### config.mk
export PLATFORM = sky130hd
export DESIGN_NAME = otb_transceiver
export DESIGN_NICKNAME = d
export VERILOG_FILES = /design/src/rtl/otb_transceiver.v /design/src/rtl/otb_sync.v /design/src/rtl/otb_buf2.v
export VERILOG_INCLUDE_DIRS = /design/src /design/src/inc
export SDC_FILE = /design/constraint.sdc
export NUM_CORES = 1
export LEC_CHECK = 0
export BUFFER_PORTS_ARGS = -buffer_cell sky130_fd_sc_hd__clkbuf_2
export CAP_MARGIN = 20
export CORE_UTILIZATION = 44
export CTS_CLUSTER_DIAMETER = 150
export DETAILED_ROUTE_END_ITERATION = 10
export PLACE_DENSITY = 0.67
export SLEW_MARGIN = 30
export SYNTH_ARGS = -nofsm -noshare
export SYNTH_HDL_FRONTEND = slang
export SYNTH_SLANG_ARGS = --single-unit
### constraint.sdc
create_clock -name sys_clk -period 1.77 [get_ports sys_clk]
set_input_delay 0 -clock sys_clk [delete_from_list [all_inputs] [get_ports sys_clk]]
set_output_delay 0 -clock sys_clk [all_outputs]
set_load 0.1 [all_outputs]
### src/inc/otb_defines.vh
`ifndef OTB_DEFINES_VH
`define OTB_DEFINES_VH

// ***********************************************************
// widths
// ***********************************************************
`define OTB_BUS_W        8
`define OTB_SYNC_STAGES  2
`define OTB_BUF_DEPTH    2
`define OTB_BUF_CNT_W    2
`define OTB_WORD_W       18

// ***********************************************************
// synchronised control word layout
// ***********************************************************
`define OTB_CTL_W        6
`define OTB_CTL_EN       5
`define OTB_CTL_DIR      4
`define OTB_CTL_A2B_SEL  3
`define OTB_CTL_B2A_SEL  2
`define OTB_CTL_CLK_A    1
`define OTB_CTL_CLK_B    0

// ***********************************************************
// capture word layout {captured_a, captured_b, a_data, b_data}
// ***********************************************************
`define OTB_WORD_CAP_A   17
`define OTB_WORD_CAP_B   16
`define OTB_WORD_A_MSB   15
`define OTB_WORD_A_LSB   8
`define OTB_WORD_B_MSB   7
`define OTB_WORD_B_LSB   0

// ***********************************************************
// reset values and encodings
// ***********************************************************
`define OTB_REG_RST      8'h00
`define OTB_BUS_ZERO     8'h00
`define OTB_BUS_ONES     8'hff
`define OTB_DIR_DRIVE_A  1'b0
`define OTB_DIR_DRIVE_B  1'b1
`define OTB_SEL_LIVE     1'b0
`define OTB_SEL_STORED   1'b1
`define OTB_OEN_ACTIVE   1'b0

`endif

### src/rtl/otb_transceiver.v
// Function
// (RULE1) a rising capture clock stores its own port into its register.
// (RULE2) two independent registers, each loaded only by its own clock.
// (RULE3) with enable high no port is driven; registers load or hold.
// (RULE4) enable low: direction low drives port A, high drives port B.
// (RULE5) driving A with the B-to-A select low passes live B to A.
// (RULE6) driving A with the B-to-A select high shows the B register.
// (RULE7) driving B: A-to-B select low gives live A, high the A register.
// (RULE8) register loading never depends on output enable or direction.
// (RULE9) the undriven port may be stored in either register or in both.
// (RULE10) outside agents never drive the port the device drives.
// (RULE11) clocking a driven port's register loads what that port carries.
`timescale 1ns/100ps
`default_nettype none
`include "otb_defines.vh"

module otb_transceiver #(
	parameter BUS_W = `OTB_BUS_W
) (
	// clock and reset
	input  wire             sys_clk,
	input  wire             resetn,
	// control pins
	input  wire             output_enable_n,
	input  wire             direction,
	input  wire             a_to_b_source_select,
	input  wire             b_to_a_source_select,
	input  wire             a_side_capture_clock,
	input  wire             b_side_capture_clock,
	// port a pin
	input  wire [BUS_W-1:0] port_a_lines_in,
	output reg  [BUS_W-1:0] port_a_lines_out,
	output wire [BUS_W-1:0] port_a_lines_oe,
	// port b pin
	input  wire [BUS_W-1:0] port_b_lines_in,
	output reg  [BUS_W-1:0] port_b_lines_out,
	output wire [BUS_W-1:0] port_b_lines_oe,
	// stored contents
	output wire [BUS_W-1:0] a_store_value,
	output wire [BUS_W-1:0] b_store_value,
	// capture stream
	output wire             cap_valid,
	input  wire             cap_ready,
	output wire             cap_from_a,
	output wire             cap_from_b,
	output wire [BUS_W-1:0] cap_a_data,
	output wire [BUS_W-1:0] cap_b_data,
	// stream loss status
	output reg              cap_overflow,
	input  wire             cap_overflow_clear
);

	// *******************************************************
	// driving modes
	// *******************************************************
	localparam [1:0] MODE_ISOLATE = 2'b00;
	localparam [1:0] MODE_DRIVE_A = 2'b01;
	localparam [1:0] MODE_DRIVE_B = 2'b10;

	// *******************************************************
	// helpers
	// *******************************************************
	// live or stored data toward the driven port
	function [BUS_W-1:0] otb_pick;
		input             sel;
		input [BUS_W-1:0] live;
		input [BUS_W-1:0] stored;
		begin
			if (sel == `OTB_SEL_STORED) begin
				otb_pick = stored;
			end else begin
				otb_pick = live;
			end
		end
	endfunction

	// *******************************************************
	// pin synchronisers
	// *******************************************************
	// data and clock pass the same number of stages, so a word
	// set up before its clock edge is seen together with it
	wire [BUS_W-1:0]      a_sync;
	wire [BUS_W-1:0]      b_sync;
	wire [`OTB_CTL_W-1:0] ctl_sync;
	wire                  oen_s;
	wire                  dir_s;
	wire                  a2b_sel_s;
	wire                  b2a_sel_s;
	wire                  clk_a_s;
	wire                  clk_b_s;

	otb_sync #(
		.WIDTH    (BUS_W)
	) u_sync_a (
		.sys_clk  (sys_clk),
		.resetn   (resetn),
		.async_in (port_a_lines_in),
		.sync_out (a_sync)
	);

	otb_sync #(
		.WIDTH    (BUS_W)
	) u_sync_b (
		.sys_clk  (sys_clk),
		.resetn   (resetn),
		.async_in (port_b_lines_in),
		.sync_out (b_sync)
	);

	otb_sync #(
		.WIDTH    (`OTB_CTL_W)
	) u_sync_ctl (
		.sys_clk  (sys_clk),
		.resetn   (resetn),
		.async_in ({~output_enable_n, direction,
			a_to_b_source_select, b_to_a_source_select,
			a_side_capture_clock, b_side_capture_clock}),
		.sync_out (ctl_sync)
	);

	// the enable crosses inverted, so the cleared sync stages
	// read as disabled and no port is driven just after reset
	assign oen_s     = ~ctl_sync[`OTB_CTL_EN]; // RULE3
	assign dir_s     = ctl_sync[`OTB_CTL_DIR];
	assign a2b_sel_s = ctl_sync[`OTB_CTL_A2B_SEL];
	assign b2a_sel_s = ctl_sync[`OTB_CTL_B2A_SEL];
	assign clk_a_s   = ctl_sync[`OTB_CTL_CLK_A];
	assign clk_b_s   = ctl_sync[`OTB_CTL_CLK_B];

	// *******************************************************
	// capture clock edges
	// *******************************************************
	reg  clk_a_prev_q;
	reg  clk_b_prev_q;
	reg  edge_seen_q;
	wire rise_a;
	wire rise_b;

	always @(posedge sys_clk or negedge resetn) begin
		if (!resetn) begin
			clk_a_prev_q <= 1'b0;
			clk_b_prev_q <= 1'b0;
			edge_seen_q  <= 1'b0;
		end else begin
			clk_a_prev_q <= clk_a_s;
			clk_b_prev_q <= clk_b_s;
			edge_seen_q  <= 1'b1;
		end
	end

	// the first cycle after reset only primes the history; a clock
	// already high at release still shows as an edge once the cleared sync stages fill
	assign rise_a = edge_seen_q & clk_a_s & ~clk_a_prev_q; // RULE1
	assign rise_b = edge_seen_q & clk_b_s & ~clk_b_prev_q; // RULE1

	// *******************************************************
	// storage registers
	// *******************************************************
	reg [BUS_W-1:0] a_store_q;
	reg [BUS_W-1:0] b_store_q;

	// loading ignores enable and direction; a driven port is
	// sampled from its pin, so the register takes what the
	// wire carries at that edge
	always @(posedge sys_clk or negedge resetn) begin
		if (!resetn) begin
			a_store_q <= `OTB_REG_RST;
		end else if (rise_a) begin // RULE2 RULE8 RULE9
			a_store_q <= a_sync; // RULE11
		end
	end

	always @(posedge sys_clk or negedge resetn) begin
		if (!resetn) begin
			b_store_q <= `OTB_REG_RST;
		end else if (rise_b) begin // RULE2 RULE8 RULE9
			b_store_q <= b_sync; // RULE11
		end
	end

	assign a_store_value = a_store_q;
	assign b_store_value = b_store_q;

	// *******************************************************
	// mode decode
	// *******************************************************
	reg [1:0] mode_d;
	reg [1:0] mode_q;

	always @* begin
		mode_d = MODE_ISOLATE; // RULE3
		if (oen_s == `OTB_OEN_ACTIVE) begin
			if (dir_s == `OTB_DIR_DRIVE_B) begin
				mode_d = MODE_DRIVE_B; // RULE4
			end else begin
				mode_d = MODE_DRIVE_A; // RULE4
			end
		end
	end

	always @(posedge sys_clk or negedge resetn) begin
		if (!resetn) begin
			mode_q <= MODE_ISOLATE;
		end else begin
			mode_q <= mode_d;
		end
	end

	// *******************************************************
	// port drivers
	// *******************************************************
	reg [BUS_W-1:0] a_out_d;
	reg [BUS_W-1:0] b_out_d;
	reg             drive_a;
	reg             drive_b;

	always @* begin
		a_out_d = `OTB_BUS_ZERO;
		b_out_d = `OTB_BUS_ZERO;
		drive_a = 1'b0;
		drive_b = 1'b0;
		case (mode_q)
			MODE_ISOLATE: begin
				drive_a = 1'b0; // RULE3
				drive_b = 1'b0; // RULE3
			end
			MODE_DRIVE_A: begin
				drive_a = 1'b1;
				// RULE5 RULE6
				a_out_d = otb_pick(b2a_sel_s, b_sync, b_store_q);
			end
			MODE_DRIVE_B: begin
				drive_b = 1'b1;
				// RULE7
				b_out_d = otb_pick(a2b_sel_s, a_sync, a_store_q);
			end
			default: begin
				drive_a = 1'b0;
				drive_b = 1'b0;
			end
		endcase
	end

	always @(posedge sys_clk or negedge resetn) begin
		if (!resetn) begin
			port_a_lines_out <= `OTB_BUS_ZERO;
			port_b_lines_out <= `OTB_BUS_ZERO;
		end else begin
			port_a_lines_out <= a_out_d;
			port_b_lines_out <= b_out_d;
		end
	end

	// enables follow the registered mode; data lags it by one
	// cycle, a trade for flop-driven pins at 20 MHz
	genvar bit_i;
	generate
		for (bit_i = 0; bit_i < BUS_W; bit_i = bit_i + 1) begin : g_oe
			assign port_a_lines_oe[bit_i] = drive_a; // RULE4
			assign port_b_lines_oe[bit_i] = drive_b; // RULE4
		end
	endgenerate

	// *******************************************************
	// capture stream
	// *******************************************************
	// loads can not be held off at the pins, so the buffer
	// back-pressure shows as a lost word, flagged below
	wire                   buf_in_ready;
	wire                   buf_in_valid;
	wire [`OTB_WORD_W-1:0] buf_in_data;
	wire [`OTB_WORD_W-1:0] buf_out_data;

	assign buf_in_valid = rise_a | rise_b;
	assign buf_in_data  = {rise_a, rise_b, a_sync, b_sync};

	otb_buf2 #(
		.WIDTH     (`OTB_WORD_W)
	) u_cap_buf (
		.sys_clk   (sys_clk),
		.resetn    (resetn),
		.in_valid  (buf_in_valid),
		.in_ready  (buf_in_ready),
		.in_data   (buf_in_data),
		.out_valid (cap_valid),
		.out_ready (cap_ready),
		.out_data  (buf_out_data)
	);

	assign cap_from_a = buf_out_data[`OTB_WORD_CAP_A];
	assign cap_from_b = buf_out_data[`OTB_WORD_CAP_B];
	assign cap_a_data = buf_out_data[`OTB_WORD_A_MSB:`OTB_WORD_A_LSB];
	assign cap_b_data = buf_out_data[`OTB_WORD_B_MSB:`OTB_WORD_B_LSB];

	// *******************************************************
	// overflow flag
	// *******************************************************
	// a new loss in the clearing cycle keeps the flag set
	always @(posedge sys_clk or negedge resetn) begin
		if (!resetn) begin
			cap_overflow <= 1'b0;
		end else if (buf_in_valid && !buf_in_ready) begin
			cap_overflow <= 1'b1;
		end else if (cap_overflow_clear) begin
			cap_overflow <= 1'b0;
		end
	end

endmodule
`default_nettype wire

### src/rtl/otb_sync.v
`timescale 1ns/100ps
`default_nettype none
`include "otb_defines.vh"

module otb_sync #(
	parameter WIDTH = 1
) (
	// clock and reset
	input  wire             sys_clk,
	input  wire             resetn,
	// asynchronous level in, synchronised level out
	input  wire [WIDTH-1:0] async_in,
	output reg  [WIDTH-1:0] sync_out
);

	// first stage is read only by the second
	reg [WIDTH-1:0] meta_q;

	always @(posedge sys_clk or negedge resetn) begin
		if (!resetn) begin
			meta_q   <= {WIDTH{1'b0}};
			sync_out <= {WIDTH{1'b0}};
		end else begin
			meta_q   <= async_in;
			sync_out <= meta_q;
		end
	end

endmodule
`default_nettype wire

### src/rtl/otb_buf2.v
`timescale 1ns/100ps
`default_nettype none
`include "otb_defines.vh"

module otb_buf2 #(
	parameter WIDTH = `OTB_WORD_W
) (
	// clock and reset
	input  wire             sys_clk,
	input  wire             resetn,
	// filling side
	input  wire             in_valid,
	output wire             in_ready,
	input  wire [WIDTH-1:0] in_data,
	// draining side
	output wire             out_valid,
	input  wire             out_ready,
	output wire [WIDTH-1:0] out_data
);

	reg [WIDTH-1:0]            mem_q [0:`OTB_BUF_DEPTH-1];
	reg                        wr_ptr_q;
	reg                        rd_ptr_q;
	reg [`OTB_BUF_CNT_W-1:0]   count_q;
	wire                       push;
	wire                       pop;

	assign in_ready  = (count_q != `OTB_BUF_DEPTH);
	assign out_valid = (count_q != {`OTB_BUF_CNT_W{1'b0}});
	assign out_data  = mem_q[rd_ptr_q];
	assign push      = in_valid & in_ready;
	assign pop       = out_valid & out_ready;

	always @(posedge sys_clk or negedge resetn) begin
		if (!resetn) begin
			wr_ptr_q <= 1'b0;
			rd_ptr_q <= 1'b0;
			count_q  <= {`OTB_BUF_CNT_W{1'b0}};
			mem_q[0] <= {WIDTH{1'b0}};
			mem_q[1] <= {WIDTH{1'b0}};
		end else begin
			if (push) begin
				mem_q[wr_ptr_q] <= in_data;
				wr_ptr_q        <= ~wr_ptr_q;
			end
			if (pop) begin
				rd_ptr_q <= ~rd_ptr_q;
			end
			if (push && !pop) begin
				count_q <= count_q + 2'd1;
			end else if (pop && !push) begin
				count_q <= count_q - 2'd1;
			end
		end
	end

endmodule
`default_nettype wire

== After elaboration in Yosys (flattened, before gate mapping) ==
Cells that the tools add are included.
Operators by class
  add/subtract/negate cells: 2
  magnitude comparators: 3
  equality and inequality tests: 3
  mux-type cells: 18
  bitwise gates (word level): 14
  reduce and logical (&&, ||, !) cells: 10
Operators by type and width (number)
  $mux W18: 4
  $bwmux W36: 1
  $mux W8: 4
  $demux W18 S1: 1
  $mux W2: 4
  $and A1 B1 Y1: 6
  $reduce_bool A2 Y1: 3
  $not A1 Y1: 5
  $ge A2 B2 Y1 const B: 2
  $logic_and A1 B1 Y1: 4
  $mux W1: 4
  $not A1 Y2: 2
  $logic_not A1 Y1: 3
  $add A2 B1 Y2 const B: 1
  $eq A2 B1 Y1 const B: 1
  $eq A2 B2 Y1 const B: 1
  $lt A2 B1 Y1 const B: 1
  $ne A2 B2 Y1 const B: 1
  $sub A2 B1 Y2 const B: 1
  $or A1 B1 Y1: 1
Storage, ports and cells
  bits in registers: 122
  input port bits: 26
  output and inout bits: 68
  logic and storage cells: 70

== Depth between registers and ports, before layout ==
  depth after elaboration: 8
  depth in mapped cells: 7
  gate-level depth less buffers: 7

== Hierarchy ==
A second synthesis with hierarchy kept.
Second synthesis, totals
  cells, all modules: 282
  area total of the unflattened synthesis: 4574.4 µm²
Modules (own cells, without submodules)
  otb_buf2: instances 1, cells each 113, area each 1863.0 µm², sequential area each 1001.0 µm²
  otb_transceiver: instances 1, cells each 125, area each 1610.3 µm², sequential area each 950.9 µm²
  otb_sync at u_sync_a ...: instances 2, cells each 16, area each 400.4 µm², sequential area each 400.4 µm²
  otb_sync at u_sync_ctl: instances 1, cells each 12, area each 300.3 µm², sequential area each 300.3 µm²

== Worst setup path before layout ==
No wires, ideal clock.
  path type: flip-flop to output port
  start point: register u_cap_buf.rd_ptr_q
  end point: output port cap_from_a
  arrival: 2.738 ns
  data required time: 1.770 ns
  slack: -0.968 ns
  cell stages (with the launch flop): 3
  path buffers: 1
  cell sequence: dfrtp_1 > clkbuf_1 > o21ai_0
On the way
  cells in the longest elaborated chain, start to end: 4
RTL lines
  start, declared: line otb_buf2.v:23  | reg rd_ptr_q;
  start signal, assigned: line otb_buf2.v:47  | rd_ptr_q <= ~rd_ptr_q;
  $not A1 Y2 (not written as such): line otb_buf2.v:30  | assign out_data = mem_q[rd_ptr_q];
  $mux W18 (not written as such) (3 in series): line otb_buf2.v:30
  end, declared: line otb_transceiver.v:44  | output wire cap_from_a,
No other way between the ends. The select of a mux whose other input is x is not followed.

== Worst setup path in the final report ==
  start point: register u_cap_buf.rd_ptr_q
  end point: output port cap_b_data[0]
On the way
  cells in the longest elaborated chain, start to end: 4
RTL lines
  $not A1 Y2 (not written as such): line otb_buf2.v:30
  $mux W18 (not written as such) (3 in series): line otb_buf2.v:30
  end, declared: line otb_transceiver.v:47  | output wire [BUS_W-1:0] cap_b_data,
No other way between the ends. The select of a mux whose other input is x is not followed.

==> impl_metrics.csv <==
group,metric,value,unit
run_status,status,"completed",
place,dp_hpwl,5.50,mm
cts,clockRootBuffer,"clkbuf_8",
place,gp_congestion,0.744,
route,drc,0,
floorplanning,ios,94,
floorplanning,fp.dieH,104,um
grt,grt_pass1_vias,2759,
grt,grt_pass1_wl,14.8,mm
cts,clockBufferDepth,2,
logic_synthesis,synth_top_area_share,67.1,%
logic_synthesis,synth_area_leaders,"dfrtp_1, mux2_2, mux2_4",
finish,mostFrequentLayoutCell,"dfrtp_1",
grt,grt.busiest_layer,"met2",
cts,htreeDepth,4,
finish,layout.nets,434,
finish,multi_input_area,1250,um2
cts,insertion_delay,0.51,ns
floorplanning,start_util,45.9,%
cts,clkSinkCount,122,
sta,fin_skew,0.00706,ns
grt,grtUsageMet1,24.5,%
logic_synthesis,ys_types,26,
sta,rsz0062_at_grt,"false",
logic_synthesis,ys_seq_area_share,67.1,%
sta,finalSetupViolCount,0,
finish,n_antenna_cell,0,
route,wl_per_cell,16.0,um
sta,tns,0,ns
grt,grt_max_degree,44,
finish,num-fill-cells,735,
logic_synthesis,ys_ff_latch,122,
route,antenna_left,0,
sta,finalCritPeriodShare,93.6,%
floorplanning,die_area,10700,um2
finish,drive_gt1_share,47.9,%
sta,fmax,0.603,GHz
grt,grt_util_met3,5.54,%
route,first_pass_iters,4,
sta,slew_headroom,58.7,%
route,num_vias,2560,
finish,final_util,64.6,%
setup_path,worst-setup-path-type,"register to output pin",
setup_path,cp-start-kind,"register",
setup_path,crit_fanout,17,
sta,maxSlewViolCount,0,
cts,cts_tree,"done",
logic_synthesis,yosysWarnings,0,
sta,worst_slew_pin_slew,0.620,ns
min_path,min-delay-path-class,"input pin to async pin",
setup_path,r2r_start,"u_cap_buf.count_q[1]",
setup_path,worstPathRequired,1.77,ns
job,maxCapViolCount,0,
route,drtIter0Drc,109,
grt,use_met2,28.3,%
place,io_buffers,93,
setup_path,startpoint,"u_cap_buf.rd_ptr_q",
grt,grt_use_total,18.1,%
cts,cts_buffers,17,
sta,hold-worst-slack,0.0474,ns
sta,hold_viol_final,0,
sta,min_period,1.66,ns
cts,cts.clk_slew.worst_paths,0.06,ns
grt,gr-total-overflow,0,
floorplanning,rows,36,
setup_path,end_kind,"output pin",
route,wl,8.86,mm
finish,final_cell_mix,"dfrtp_1, clkbuf_2, mux2_2",
floorplanning,die_w,104,um
grt,grt_antenna_before_repair,0,
floorplanning,coreArea,9910,um2
setup_path,crit_arrival,1.66,ns
finish,seqCellArea,3050,um2
logic_synthesis,synth_area_per_cell,15.9,um2
logic_synthesis,syn-num-nets,313,
logic_synthesis,synth_area_leader_cell,"dfrtp_1",
logic_synthesis,synthCells,286,
logic_synthesis,synth_area,4550,um2
finish,syn_to_final_growth,40.8,%
route,post_drt_via_cell_ratio,4.63,
==> Yosys cell counts (all sizes together) <==
cell / instances
dfrtp: 122
nor2: 17
inv: 10
o21ai: 3
nand2: 5
mux2i: 20
o211ai: 1
nor2b: 3
xnor2: 3
o22ai: 1
ha: 1
or2: 1
and2: 1
clkbuf: 3
xor2: 2
nand2b: 3
o2111a: 2
mux2: 64
buf: 23
conb: 1
==> worst paths after layout <==
check	end	slack, ns	depth (start not counted)
setup / recovery	cap_b_data[0]	0.11	3
hold / removal	port_b_lines_out[0]	0.05	2
setup reg to reg	u_cap_buf.count_q[1]	0.20	6
hold reg to reg	u_sync_b.sync_out[6]	0.34	0
max in group asynchronous	u_sync_a.meta_q[7]	1.14	3
min in group sys_clk	u_sync_ctl.meta_q[0]	0.14	2
==> layer usage <==
layer	share of wire, %	routed length, um
met1	46	4030
met2	50	4430
met3	3.6	323
met4	0.84	74
met5	0	0
==> logic make-up (layout without fill, tap and decap cells) <==
family | after synthesis | after routing | share of synthesized area, %
other | 1 | 1 | 0.0825
buffers and inverters | 36 | 170 | 5.42
XOR/XNOR | 5 | 5 | 0.963
adder cells (fa/ha/maj) | 1 | 1 | 0.275
AO/OA/AOI/OAI | 7 | 7 | 1.13
flip-flops | 122 | 122 | 67.1
multiplexers | 84 | 84 | 21.6
AND/OR/NAND/NOR | 30 | 30 | 3.41
==> flip-flops by register name (all words and copies together) (netlist names), 2 cells and up <==
name / cells
b_store_value: 8
u_sync_ctl.sync_out: 6
port_b_lines_out: 8
a_store_value: 8
u_sync_ctl.meta_q: 6
u_sync_a.meta_q: 8
u_cap_buf.count_q: 2
u_sync_a.sync_out: 8
port_a_lines_out: 8
u_cap_buf.mem_q: 36
u_sync_b.meta_q: 8
mode_q: 2
u_sync_b.sync_out: 8
==> repair_timing <==
| item | in CTS | in global routing |
|---|---|---|
| hold buffers | 25 | 0 |
| resized for setup | 3 | 1 |
| setup endpoints to repair | 20 | 14 |
| hold endpoints to repair | 147 | 0 |
| pin swaps | 0 | 0 |
| buffers inserted | 0 | 1 |
==> stage by stage <==
| stage | setup slack, ns | instance area [um2] | std cells |
|---|---|---|---|
| 6_report | 0.112 | 6400 | 553 |
| 3_5_place_dp | 0.208 | 5530 | 495 |
| 3_3_place_gp | 0.297 | 5530 | 495 |
| 2_1_floorplan | -0.212 | 4550 | 286 |
| 5_1_grt | 0.0418 | 6400 | 553 |
| 4_1_cts | -0.0176 | 6390 | 552 |
==> critical path, cell delays in order, from the launching register on <==
cell and delay (ns):
dfrtp_2 0.40, buf_12 0.17, mux2_2 0.40, buf_12 0.18
==> layout make-up <==
type	instances	share of cell area, %
timing repair buffer	128	20.0
multi-input combinational	128	19.5
sequential	122	47.7
tap	133	2.60
inverter	10	0.586
clock buffer	25	7.41
clock inverter	7	2.15
Power is left out: the tool's default activity adds up to more than one toggle a clock period on the data nets, which glitch-free logic cannot reach.
